**src/logic/clk_cfg_pkg.sv**
```systemverilog
/*
  constants for the run-mode clock configuration block: register offsets,
  field positions, reset values and bus responses.
  assumes an axi4-lite slave with 32-bit data and aligned word registers.
*/
package clk_cfg_pkg;
  // ----------------------------------------------------------------
  // register map
  // ----------------------------------------------------------------
  localparam logic [11:0] run_cfg_offset    = 12'h060;
  localparam logic [11:0] second_cfg_offset = 12'h070;
  localparam logic [11:0] status_offset     = 12'h074;
  localparam int          addr_width        = 12;

  // ----------------------------------------------------------------
  // run-mode register fields
  // ----------------------------------------------------------------
  localparam int div_lsb      = 23;
  localparam int div_msb      = 26;
  localparam int div_apply    = 22;
  localparam int rsv_lsb      = 14;
  localparam int rsv_msb      = 21;
  localparam int pll_pd_bit   = 13;
  localparam int pll_oen_bit  = 12;
  localparam int bypass_bit   = 11;
  localparam logic [31:0] run_cfg_reset  = 32'h0780_3ac0;
  // writable bits: 27, 26:22, 13:0 ; 31:28 and 21:14 read zero
  localparam logic [31:0] run_cfg_wmask  = 32'h0fc0_3fff;

  // ----------------------------------------------------------------
  // second register fields
  // ----------------------------------------------------------------
  localparam int          override_bit    = 31;
  localparam int          alt_div_lsb     = 23;
  localparam int          alt_div_msb     = 28;
  localparam logic [31:0] second_cfg_reset = 32'h0780_0000;
  localparam logic [31:0] second_cfg_wmask = 32'h9f80_0000;

  // ----------------------------------------------------------------
  // bus responses
  // ----------------------------------------------------------------
  localparam logic [1:0] resp_okay   = 2'h0;
  localparam logic [1:0] resp_slverr = 2'h2;
endpackage : clk_cfg_pkg

```
**src/logic/clk_cfg_block.sv**
```systemverilog
/*
  run-mode clock configuration: register file over axi4-lite, pll control
  outputs, system clock source select and divider.
  assumes a single clock; o_sys_tick is a clock enable for the system domain.
*/
// Added by the designer: the AXI4-Lite register port and the address map.
`timescale 1ns/1ps
`default_nettype none
module clk_cfg_block
  import clk_cfg_pkg::*;
(
  // clock, reset, enable
  input  wire logic                  i_core_clk,
  input  wire logic                  i_reset,
  input  wire logic                  i_clk_en,
  // axi4-lite write address
  input  wire logic [addr_width-1:0] i_s_axi_awaddr,
  input  wire logic                  i_s_axi_awvalid,
  output logic                       o_s_axi_awready,
  // axi4-lite write data
  input  wire logic [31:0]           i_s_axi_wdata,
  input  wire logic [3:0]            i_s_axi_wstrb,
  input  wire logic                  i_s_axi_wvalid,
  output logic                       o_s_axi_wready,
  // axi4-lite write response
  output logic [1:0]                 o_s_axi_bresp,
  output logic                       o_s_axi_bvalid,
  input  wire logic                  i_s_axi_bready,
  // axi4-lite read address
  input  wire logic [addr_width-1:0] i_s_axi_araddr,
  input  wire logic                  i_s_axi_arvalid,
  output logic                       o_s_axi_arready,
  // axi4-lite read data
  output logic [31:0]                o_s_axi_rdata,
  output logic [1:0]                 o_s_axi_rresp,
  output logic                       o_s_axi_rvalid,
  input  wire logic                  i_s_axi_rready,
  // pll and clock tree
  output logic                       o_pll_power_down,
  output logic                       o_pll_output_enable_n,
  output logic                       o_sel_oscillator,
  output logic [5:0]                 o_eff_divisor,
  output logic                       o_sys_tick
);
  // ----------------------------------------------------------------
  // state
  // ----------------------------------------------------------------
  typedef struct packed {
    logic                  aw_held;
    logic [addr_width-1:0] aw_addr;
    logic                  w_held;
    logic [31:0]           w_data;
    logic [3:0]            w_strb;
    logic                  bvalid;
    logic [1:0]            bresp;
    logic                  rvalid;
    logic [1:0]            rresp;
    logic [31:0]           rdata;
    logic [31:0]           run_mode_clock_config;
    logic [31:0]           second_clock_config;
    logic                  pll_pd;
    logic                  pll_oen_n;
    logic                  sel_osc;
    logic [5:0]            eff_div;
    logic                  div_pass;
    logic                  aw_rdy;
    logic                  w_rdy;
    logic                  ar_rdy;
  } cfg_state_type;

  cfg_state_type state;
  cfg_state_type next_state;
  logic          tick;

  function automatic logic [31:0] merge(input logic [31:0] old, input logic [31:0] data,
                                        input logic [3:0] strb, input logic [31:0] mask);
    logic [31:0] res;
    res = old;
    for (int i = 0; i < 4; i++) begin
      if (strb[i]) begin
        res[i*8 +: 8] = data[i*8 +: 8];
      end
    end
    return res & mask;
  endfunction

  function automatic logic mapped(input logic [addr_width-1:0] a);
    return (a == run_cfg_offset) || (a == second_cfg_offset) || (a == status_offset);
  endfunction

  // ----------------------------------------------------------------
  // next-state logic
  // ----------------------------------------------------------------
  always_comb begin
    logic        override;
    logic        bypass;
    logic [5:0]  div;
    next_state = state;
    override   = 1'b0;
    bypass     = 1'b0;
    div        = '0;
    // write channels, taken in either order
    if (!state.aw_held && i_s_axi_awvalid) begin
      next_state.aw_held = 1'b1;
      next_state.aw_addr = i_s_axi_awaddr;
    end
    if (!state.w_held && i_s_axi_wvalid) begin
      next_state.w_held = 1'b1;
      next_state.w_data = i_s_axi_wdata;
      next_state.w_strb = i_s_axi_wstrb;
    end
    if (state.aw_held && state.w_held && !state.bvalid) begin
      next_state.aw_held = 1'b0;
      next_state.w_held  = 1'b0;
      next_state.bvalid  = 1'b1;
      next_state.bresp   = mapped(state.aw_addr) ? resp_okay : resp_slverr;
      if (state.aw_addr == run_cfg_offset) begin
        next_state.run_mode_clock_config = merge(state.run_mode_clock_config,
          state.w_data, state.w_strb, run_cfg_wmask);
      end
      if (state.aw_addr == second_cfg_offset) begin
        next_state.second_clock_config = merge(state.second_clock_config,
          state.w_data, state.w_strb, second_cfg_wmask);
      end
    end
    if (state.bvalid && i_s_axi_bready) begin
      next_state.bvalid = 1'b0;
    end
    // read channel
    if (!state.rvalid && i_s_axi_arvalid) begin
      next_state.rvalid = 1'b1;
      next_state.rresp  = mapped(i_s_axi_araddr) ? resp_okay : resp_slverr;
      case (i_s_axi_araddr)
        run_cfg_offset: begin
          next_state.rdata = state.run_mode_clock_config;
        end
        second_cfg_offset: begin
          next_state.rdata = state.second_clock_config;
        end
        status_offset: begin
          next_state.rdata = {24'h000000, state.eff_div, state.sel_osc, state.pll_pd};
        end
        default: begin
          next_state.rdata = 32'h0000_0000;
        end
      endcase
    end else if (state.rvalid && i_s_axi_rready) begin
      next_state.rvalid = 1'b0;
    end
    // clock source and divisor selection
    override = state.second_clock_config[override_bit];
    bypass   = state.run_mode_clock_config[bypass_bit];
    if (override) begin
      div = state.second_clock_config[alt_div_msb:alt_div_lsb];
    end else begin
      div = {2'h0, state.run_mode_clock_config[div_msb:div_lsb]};
    end
    next_state.pll_pd    = state.run_mode_clock_config[pll_pd_bit];
    next_state.pll_oen_n = state.run_mode_clock_config[pll_oen_bit];
    next_state.sel_osc   = bypass;
    next_state.eff_div   = div;
    next_state.div_pass  = bypass && !state.run_mode_clock_config[div_apply];
    // ready flags registered so the bus outputs come straight from flops
    next_state.aw_rdy    = !next_state.aw_held;
    next_state.w_rdy     = !next_state.w_held;
    next_state.ar_rdy    = !next_state.rvalid;
  end

  // ----------------------------------------------------------------
  // registers
  // ----------------------------------------------------------------
  always_ff @(posedge i_core_clk) begin
    if (i_reset) begin
      state                       <= '0;
      state.run_mode_clock_config <= run_cfg_reset;
      state.second_clock_config   <= second_cfg_reset;
      state.pll_pd                <= run_cfg_reset[pll_pd_bit];
      state.pll_oen_n             <= run_cfg_reset[pll_oen_bit];
      state.sel_osc               <= run_cfg_reset[bypass_bit];
      state.eff_div               <= {2'h0, run_cfg_reset[div_msb:div_lsb]};
      state.div_pass              <= run_cfg_reset[bypass_bit] && !run_cfg_reset[div_apply];
      state.aw_rdy                <= 1'b1;
      state.w_rdy                 <= 1'b1;
      state.ar_rdy                <= 1'b1;
    end else if (i_clk_en) begin
      state <= next_state;
    end
  end

  // ----------------------------------------------------------------
  // system clock divider
  // ----------------------------------------------------------------
  clk_divider #(
    .width (6)
  ) u_div (
    .i_core_clk (i_core_clk),
    .i_reset    (i_reset),
    .i_enable   (i_clk_en),
    .i_pass     (state.div_pass),
    .i_divisor  (state.eff_div),
    .o_tick     (tick)
  );

  // ----------------------------------------------------------------
  // outputs
  // ----------------------------------------------------------------
  assign o_s_axi_awready       = state.aw_rdy;
  assign o_s_axi_wready        = state.w_rdy;
  assign o_s_axi_bresp         = state.bresp;
  assign o_s_axi_bvalid        = state.bvalid;
  assign o_s_axi_arready       = state.ar_rdy;
  assign o_s_axi_rdata         = state.rdata;
  assign o_s_axi_rresp         = state.rresp;
  assign o_s_axi_rvalid        = state.rvalid;
  assign o_pll_power_down      = state.pll_pd;
  assign o_pll_output_enable_n = state.pll_oen_n;
  assign o_sel_oscillator      = state.sel_osc;
  assign o_eff_divisor         = state.eff_div;
  assign o_sys_tick            = tick;
endmodule // clk_cfg_block
`default_nettype wire

```
**src/logic/clk_divider.sv**
```systemverilog
/*
  programmable clock-enable divider: emits one pulse every (divisor+1) cycles,
  or every cycle when bypassed.
  assumes divisor changes take effect at once, as the count is compared with i_divisor every cycle.
*/
`timescale 1ns/1ps
`default_nettype none
module clk_divider #(
  parameter int width = 6
) (
  // clock and control
  input  wire logic             i_core_clk,
  input  wire logic             i_reset,
  input  wire logic             i_enable,
  // divider setup
  input  wire logic             i_pass,
  input  wire logic [width-1:0] i_divisor,
  // output
  output logic                  o_tick
);
  // ----------------------------------------------------------------
  // state
  // ----------------------------------------------------------------
  typedef struct packed {
    logic [width-1:0] count;
    logic             tick;
  } div_state_type;

  div_state_type state;
  div_state_type next_state;

  always_comb begin
    next_state = state;
    if (i_pass) begin
      next_state.count = '0;
      next_state.tick  = 1'b1;
    end else if (state.count >= i_divisor) begin
      next_state.count = '0;
      next_state.tick  = 1'b1;
    end else begin
      next_state.count = state.count + 1'b1;
      next_state.tick  = 1'b0;
    end
  end

  always_ff @(posedge i_core_clk) begin
    if (i_reset) begin
      state <= '0;
    end else if (i_enable) begin
      state <= next_state;
    end
  end

  assign o_tick = state.tick;
endmodule // clk_divider
`default_nettype wire
```
**config.mk**
```make
export PLATFORM = sky130hd
export DESIGN_NAME = clk_cfg_block
export DESIGN_NICKNAME = d
export VERILOG_FILES = /design/src/logic/clk_cfg_pkg.sv /design/src/logic/clk_cfg_block.sv /design/src/logic/clk_divider.sv
export SDC_FILE = /design/constraint.sdc
export NUM_CORES = 1
export LEC_CHECK = 0
export ABC_CLOCK_PERIOD_IN_PS = 1900
export BUFFER_PORTS_ARGS = -buffer_cell sky130_fd_sc_hd__buf_2
export CORE_MARGIN = 4
export CORE_UTILIZATION = 45
export DETAILED_ROUTE_END_ITERATION = 10
export PLACE_DENSITY = 0.7
export SLEW_MARGIN = 25
export SYNTH_ARGS = -nofsm -noshare
export SYNTH_HDL_FRONTEND = slang
export SYNTH_SLANG_ARGS = --single-unit
export TNS_END_PERCENT = 5
```
**constraint.sdc**
```tcl
create_clock -name i_core_clk -period 1.9 [get_ports i_core_clk]
set_input_delay 0.19 -clock i_core_clk [delete_from_list [all_inputs] [get_ports i_core_clk]]
set_output_delay 0.19 -clock i_core_clk [all_outputs]
set_load 0.03 [all_outputs]
```
# After elaboration in Yosys (flattened, before gate mapping)
# Index checks and enable logic that the tools add are counted.
# Widths: inputs -> output; s select.
# classes
add_sub_neg,1
order_cmp,1
n_eq_ne,6
muxes,14
n_reduce_logical,32
# ops
op,n
$pmux 32 s3,1
$eq 12x7->1 const B,6
$mux 37,1
$reduce_and 4->1,6
$mux 7,2
$mux 13,1
$reduce_and 2->1,5
$logic_and 1x1->1,8
$logic_not 1->1,8
$add 6x1->6 const B,1
$ge 6x6->1,1
$mux 6,1
$mux 1,5
$logic_or 1x1->1,4
$mux 2,2
$mux 3,1
$reduce_bool 2->1,1
# word_totals
register_bits,135
input_bits,68
out_inout_bits,51
wordCells,80

# Longest topological paths before layout
# logic_depth
depth_word,6
depth_mapped,7
ltp_nobuf,6

# Modules after synthesis
# Synthesis repeated with hierarchy kept, for this count alone.
# hier_totals
hier_cells,579
hier_area_um2,4854.7
# modules_own_cells
mod,instances,cells_each,area_per_inst_um2,seq_area_each_um2
clk_cfg_block,1,528,4393.0,2122.0
clk_divider,1,51,461.7,140.1

# Worst setup path after synthesis
# Ideal clock, no wire load.
# synth_path
path_kind,register to register
start,"register state, in the netlist o_s_axi_bvalid"
end,register state[71] (netlist bit)
setup_time_ps,122
t_arrival_ps,1537
required_ps,1778
setup_slack_ps,240
stages_incl_launch_ff,8
path_buffers,3
period_less_slack_ps,1660
cell_sequence,dfxtp_1 and4b_1 buf_4 and3_1 buf_2 and3_1 buf_4 mux2i_1
# synth_between
elab_chain_cells,3
# synth_lines
item,line_no,text
"start, declared",clk_cfg_block.sv:71,cfg_state_type state;
"start signal, assigned",clk_cfg_block.sv:186,state <= next_state;
$logic_not 1->1,clk_cfg_block.sv:112,if (state.aw_held && state.w_held && !state.bvalid) begin
$logic_and 1x1->1,clk_cfg_block.sv:112,
$reduce_and 4->1 (no source line),--,
# Every way passes these cells.
# A chain may end at the register's enable or synchronous reset.

# Final worst setup path
# layout_path
start,"register state, in the netlist o_eff_divisor[5]"
end,register u_div.state[3] (netlist bit)
# layout_between
elab_chain_cells,3
# layout_lines
item,line_no,text
$ge 6x6->1,clk_divider.sv:37,end else if (state.count >= i_divisor) begin
$mux 7,clk_divider.sv:37,
$mux 7,clk_divider.sv:34,if (i_pass) begin
"end signal, assigned",clk_divider.sv:50,state <= next_state;
"end, declared",clk_divider.sv:29,div_state_type state;
# Every way passes these cells.

==> results by group <==
Floorplanning
  • Die Height: 112 um
  • Initial Utilization: 0.465
  • Rows: 37
  • DIE AREA: 12500 um2
  • Total core area: 10400 um2
  • Die W: 112 um
  • IO Pins: 119

Detailed routing
  • Avg WL per Cell: 14.3 um
  • WL final: 11.9 mm
  • Detailed-router iteration count before antenna repair: 5
  • Vias per inst: 5.09
  • Post-route ant nets: 0
  • Drt first-iter violations: 252
  • DR vias: 4238
  • Drt drc: 0

Logic synthesis
  • Post-synth EDFFs: 0
  • Mapped cell area: 4850 um2
  • Sequential-to-total area share from yosys stat: 0.467
  • Post-synth top flop: dfxtp_1
  • Distinct cells, synth: 46
  • Xor/xnor cell area share of the yosys netlist: 0.00903
  • Synthesis Warnings: 0
  • Asr flop ratio synth: 0
  • Synth Area in Simple Gates: 0.201
  • Mux share of post-synthesis cell area: 0.0330
  • Cells after Synth: 580
  • Adder-Cell Fraction of Synth Area: 0.0181
  • Syn avg cell area: 8.36 um2
  • Compound-gate portion of the synthesized area: 0.162
  • Number of synthesized register bits: 113
  • Largest family of logic cells by synthesized area: simple AND/OR/NAND/NOR gates

Final layout
  • Layout cells sized above 1: 0.218
  • Final nets: 759
  • Final cell count without fillers: 833
  • N_diodes: 0
  • Area Overhead vs Synth: 28.5%
  • Fill cells: 908

STA
  • Worst-Margin Slew: 0.853 ns
  • Final worst path period share: 0.921
  • Final min period: 1.75 ns
  • Max-slew violation count: 0
  • TNS Setup: 0 ns
  • RSZ-0062 raised after global routing: no
  • Skew final: 0.00850 ns
  • Slew HR: 0.429
  • Peak Freq: 571 MHz
  • Hold Vio Cnt, Final: 0
  • Hold Slack: 0.0183 ns
  • Final setup viols: 0

Global routing
  • Initial antenna violation count: 0
  • Vias in the first global route: 4120
  • Congestion Overflow GR: 0
  • Pin count of the biggest net entering global routing: 33
  • GRT Total Usage: 0.192
  • First-pass GRT wire length: 19.5 mm

Clock tree
  • Post-CTS setup buffers: 0
  • Total CTS buffers: 17
  • Max clock buf depth: 2
  • H-tree levels: 4
  • CTS tree: done
  • Reg clk slew, reported paths: 0.06 ns
  • Root Buffer: clkbuf_8
  • Clock Sinks: 113
  • Clock Latency Late Sink: 0.50 ns

Critical path
  • CP max-delay cell: a221o_1
  • FF-to-FF Start: o_eff_divisor[5]$_SDFFE_PP0P_
  • CP max FO: 6
  • Critical Path RT: 2.34 ns
  • Critical Path, Cell by Cell: inv_1 > ha_1 > a211oi_2 > nand3_1 > a221o_1 > nor2_1
  • CP Capture Type: register
  • Worst r2r path cells: 6
  • Endpoint of the worst register-to-register path: u_div.state[3]$_SDFFE_PP0P_
  • Critical Path Source Type: register
  • End point of the critical path: u_div.state[3]$_SDFFE_PP0P_
  • Critical path's largest stage delay: 0.41 ns
  • Crit path arrival time: 2.19 ns
  • Reg2reg setup slack: 0.15 ns
  • CP Class: register to register
  • Launch point of the worst path: o_eff_divisor[5]$_SDFFE_PP0P_

Power and ir drop
  • Maximum VDD drop: 0.596 mV
  • Gate power share: 0.075
  • Clk network pwr share: 0.536
  • P_sw: 0.00136 W
  • Flop pwr share: 0.389
  • Pleak: 2.59 nW
  • Cell Pwr Density: 1020 nW/um2
  • Internal: 0.00499 W
  • Net Sw Frac: 0.214

Status
  • Run status: finished clean

Place
  • RD Place Congestion: 0.867
  • Inst Count DP: 761
  • HPWL after DPL: 8.40 mm
  • IO buf count: 96

Hold path
  • Hold Crit Start: i_s_axi_wvalid
  • Worst hold path class: input port to register

Job
  • Number of max-cap violations: 0
-- per-layer routing --
metal | up-vias | GRT usage | wire (um) | part of all wire
met5 | - | 0 | 0 | 0
met4 | 0 | 0.0568 | 135 | 0.011
met3 | 14 | 0.0554 | 737 | 0.062
met2 | 134 | 0.327 | 5770 | 0.49
met1 | 1945 | 0.235 | 5250 | 0.44
li1 | 2145 | - | - | -
-- power groups by stage --
stage | Sequential, W | Combinational, W | Clock, W
final | 0.00247 | 0.000478 | 0.00341
after global routing | 0.00248 | 0.000530 | 0.00356
after CTS | 0.00247 | 0.000475 | 0.00346
after detailed placement | 0.00252 | 0.000410 | 0
after global placement | 0.00252 | 0.000402 | 0
after floorplan | 0.00253 | 0.000285 | 0
-- placed cells by master (no fill, tap or decap), types with 5 or more instances in the layout --
| cell | count |
|---|---|
| nand2_1 | 116 |
| dfxtp_1 | 113 |
| buf_2 | 96 |
| a21oi_1 | 64 |
| dlygate4sd3_1 | 40 |
| nor2_1 | 32 |
| o21ai_1 | 19 |
| o21ai_0 | 18 |
| buf_4 | 18 |
| mux2i_1 | 16 |
| clkbuf_16 | 16 |
| a22oi_1 | 15 |
| nand3_1 | 14 |
| nand4_1 | 12 |
| conb_1 | 12 |
| inv_1 | 10 |
| o211ai_1 | 9 |
| ha_1 | 7 |
| and3_1 | 6 |
| nor3_1 | 6 |
| bufinv_16 | 5 |
-- layout make-up --
cell class,count,area [um2],area share
Clock inverter,9,178,0.0285
Timing Repair Buffer,154,1020,0.163
Multi-Input combinational cell,388,2100,0.337
Inverter,10,37.5,0.00603
Sequential cell,113,2260,0.363
Clock buffer,23,467,0.0749
Tap cell,136,170,0.0273
-- cell usage after synthesis, types with 2 or more instances --
cell / n / share of area
a211oi_1: 5 / 0.0077
a21oi_1: 64 / 0.066
a22oi_1: 15 / 0.023
and2_1: 3 / 0.0039
and3_1: 6 / 0.0077
buf_1: 5 / 0.0039
buf_2: 9 / 0.0093
buf_4: 47 / 0.073
clkbuf_1: 18 / 0.014
dfxtp_1: 113 / 0.47
ha_1: 7 / 0.018
inv_1: 10 / 0.0077
mux2i_1: 16 / 0.033
nand2_1: 116 / 0.090
nand2b_1: 4 / 0.0052
nand3_1: 14 / 0.014
nand3b_1: 2 / 0.0031
nand4_1: 12 / 0.015
nor2_1: 32 / 0.025
nor3_1: 6 / 0.0062
nor4_1: 2 / 0.0026
o211ai_1: 9 / 0.014
o21ai_0: 18 / 0.019
o21ai_1: 19 / 0.020
o31a_1: 2 / 0.0036
or2_2: 2 / 0.0026
or4_1: 2 / 0.0031
xnor2_1: 2 / 0.0036
xor2_1: 3 / 0.0054
-- what timing repair did --
action / in CTS / in global routing
resized for setup: 0 / 1
hold endpoints to repair: 40 / 0
hold buffers: 40 / 0
endpoints found under the setup margin: 0 / 6
-- metrics by stage --
stage          setup slack, ns   util  total power, W  cell area (um2)
2_1_floorplan            0.240      -         0.00281             4890
3_3_place_gp             0.171  0.497         0.00292             5180
3_5_place_dp             0.127  0.497         0.00293             5180
4_1_cts                  0.101  0.597         0.00640             6220
5_1_grt                 0.0196  0.598         0.00657             6230
6_report                 0.149  0.598         0.00636             6230
-- critical path: cells and delay by family, from the launching register on --
kind / cells / cell delay (ns)
AOI/OAI and AO/OA: 2 / 0.64
DFF: 1 / 0.38
adders and majority gates: 1 / 0.35
buffers and inverters: 1 / 0.06
and+or+nand+nor: 2 / 0.25
-- sequential cells by signal (all words and copies together) (netlist names) --
name	flops
u_div.o_tick	1
o_pll_power_down	1
o_s_axi_rdata	22
o_sel_oscillator	1
o_s_axi_rresp	1
state	65
u_div.state	6
o_s_axi_arready	1
o_eff_divisor	6
next_state	3
o_s_axi_awready	1
o_s_axi_bresp	1
o_s_axi_bvalid	1
o_pll_output_enable_n	1
o_s_axi_rvalid	1
o_s_axi_wready	1
-- logic make-up after synthesis --
group,count (synthesis)
DFF,113
and+or+nand+nor,211
muxes,16
xor gates and xnor gates,5
other,1
adders and majority gates,7
AOI/OAI and AO/OA,137
buffers and inverters,90
-- worst min-delay path by stage --
| stage | slack (ns) | end | cells after the start |
|---|---|---|---|
| detailed placement | 0.44 | state[162]$_SDFFE_PP0P_ | 3 |
| global placement | 0.43 | state[162]$_SDFFE_PP0P_ | 3 |
| finish | 0.02 | state[151]$_SDFFE_PP0P_ | 3 |
| CTS | 0.0003 | o_s_axi_arready$_SDFFE_PP1P_ | 4 |
| floorplan | 0.33 | state[125]$_SDFFE_PP0P_ | 2 |
| global route | 0.02 | state[151]$_SDFFE_PP0P_ | 3 |
Power figures use the tool's default switching activity.
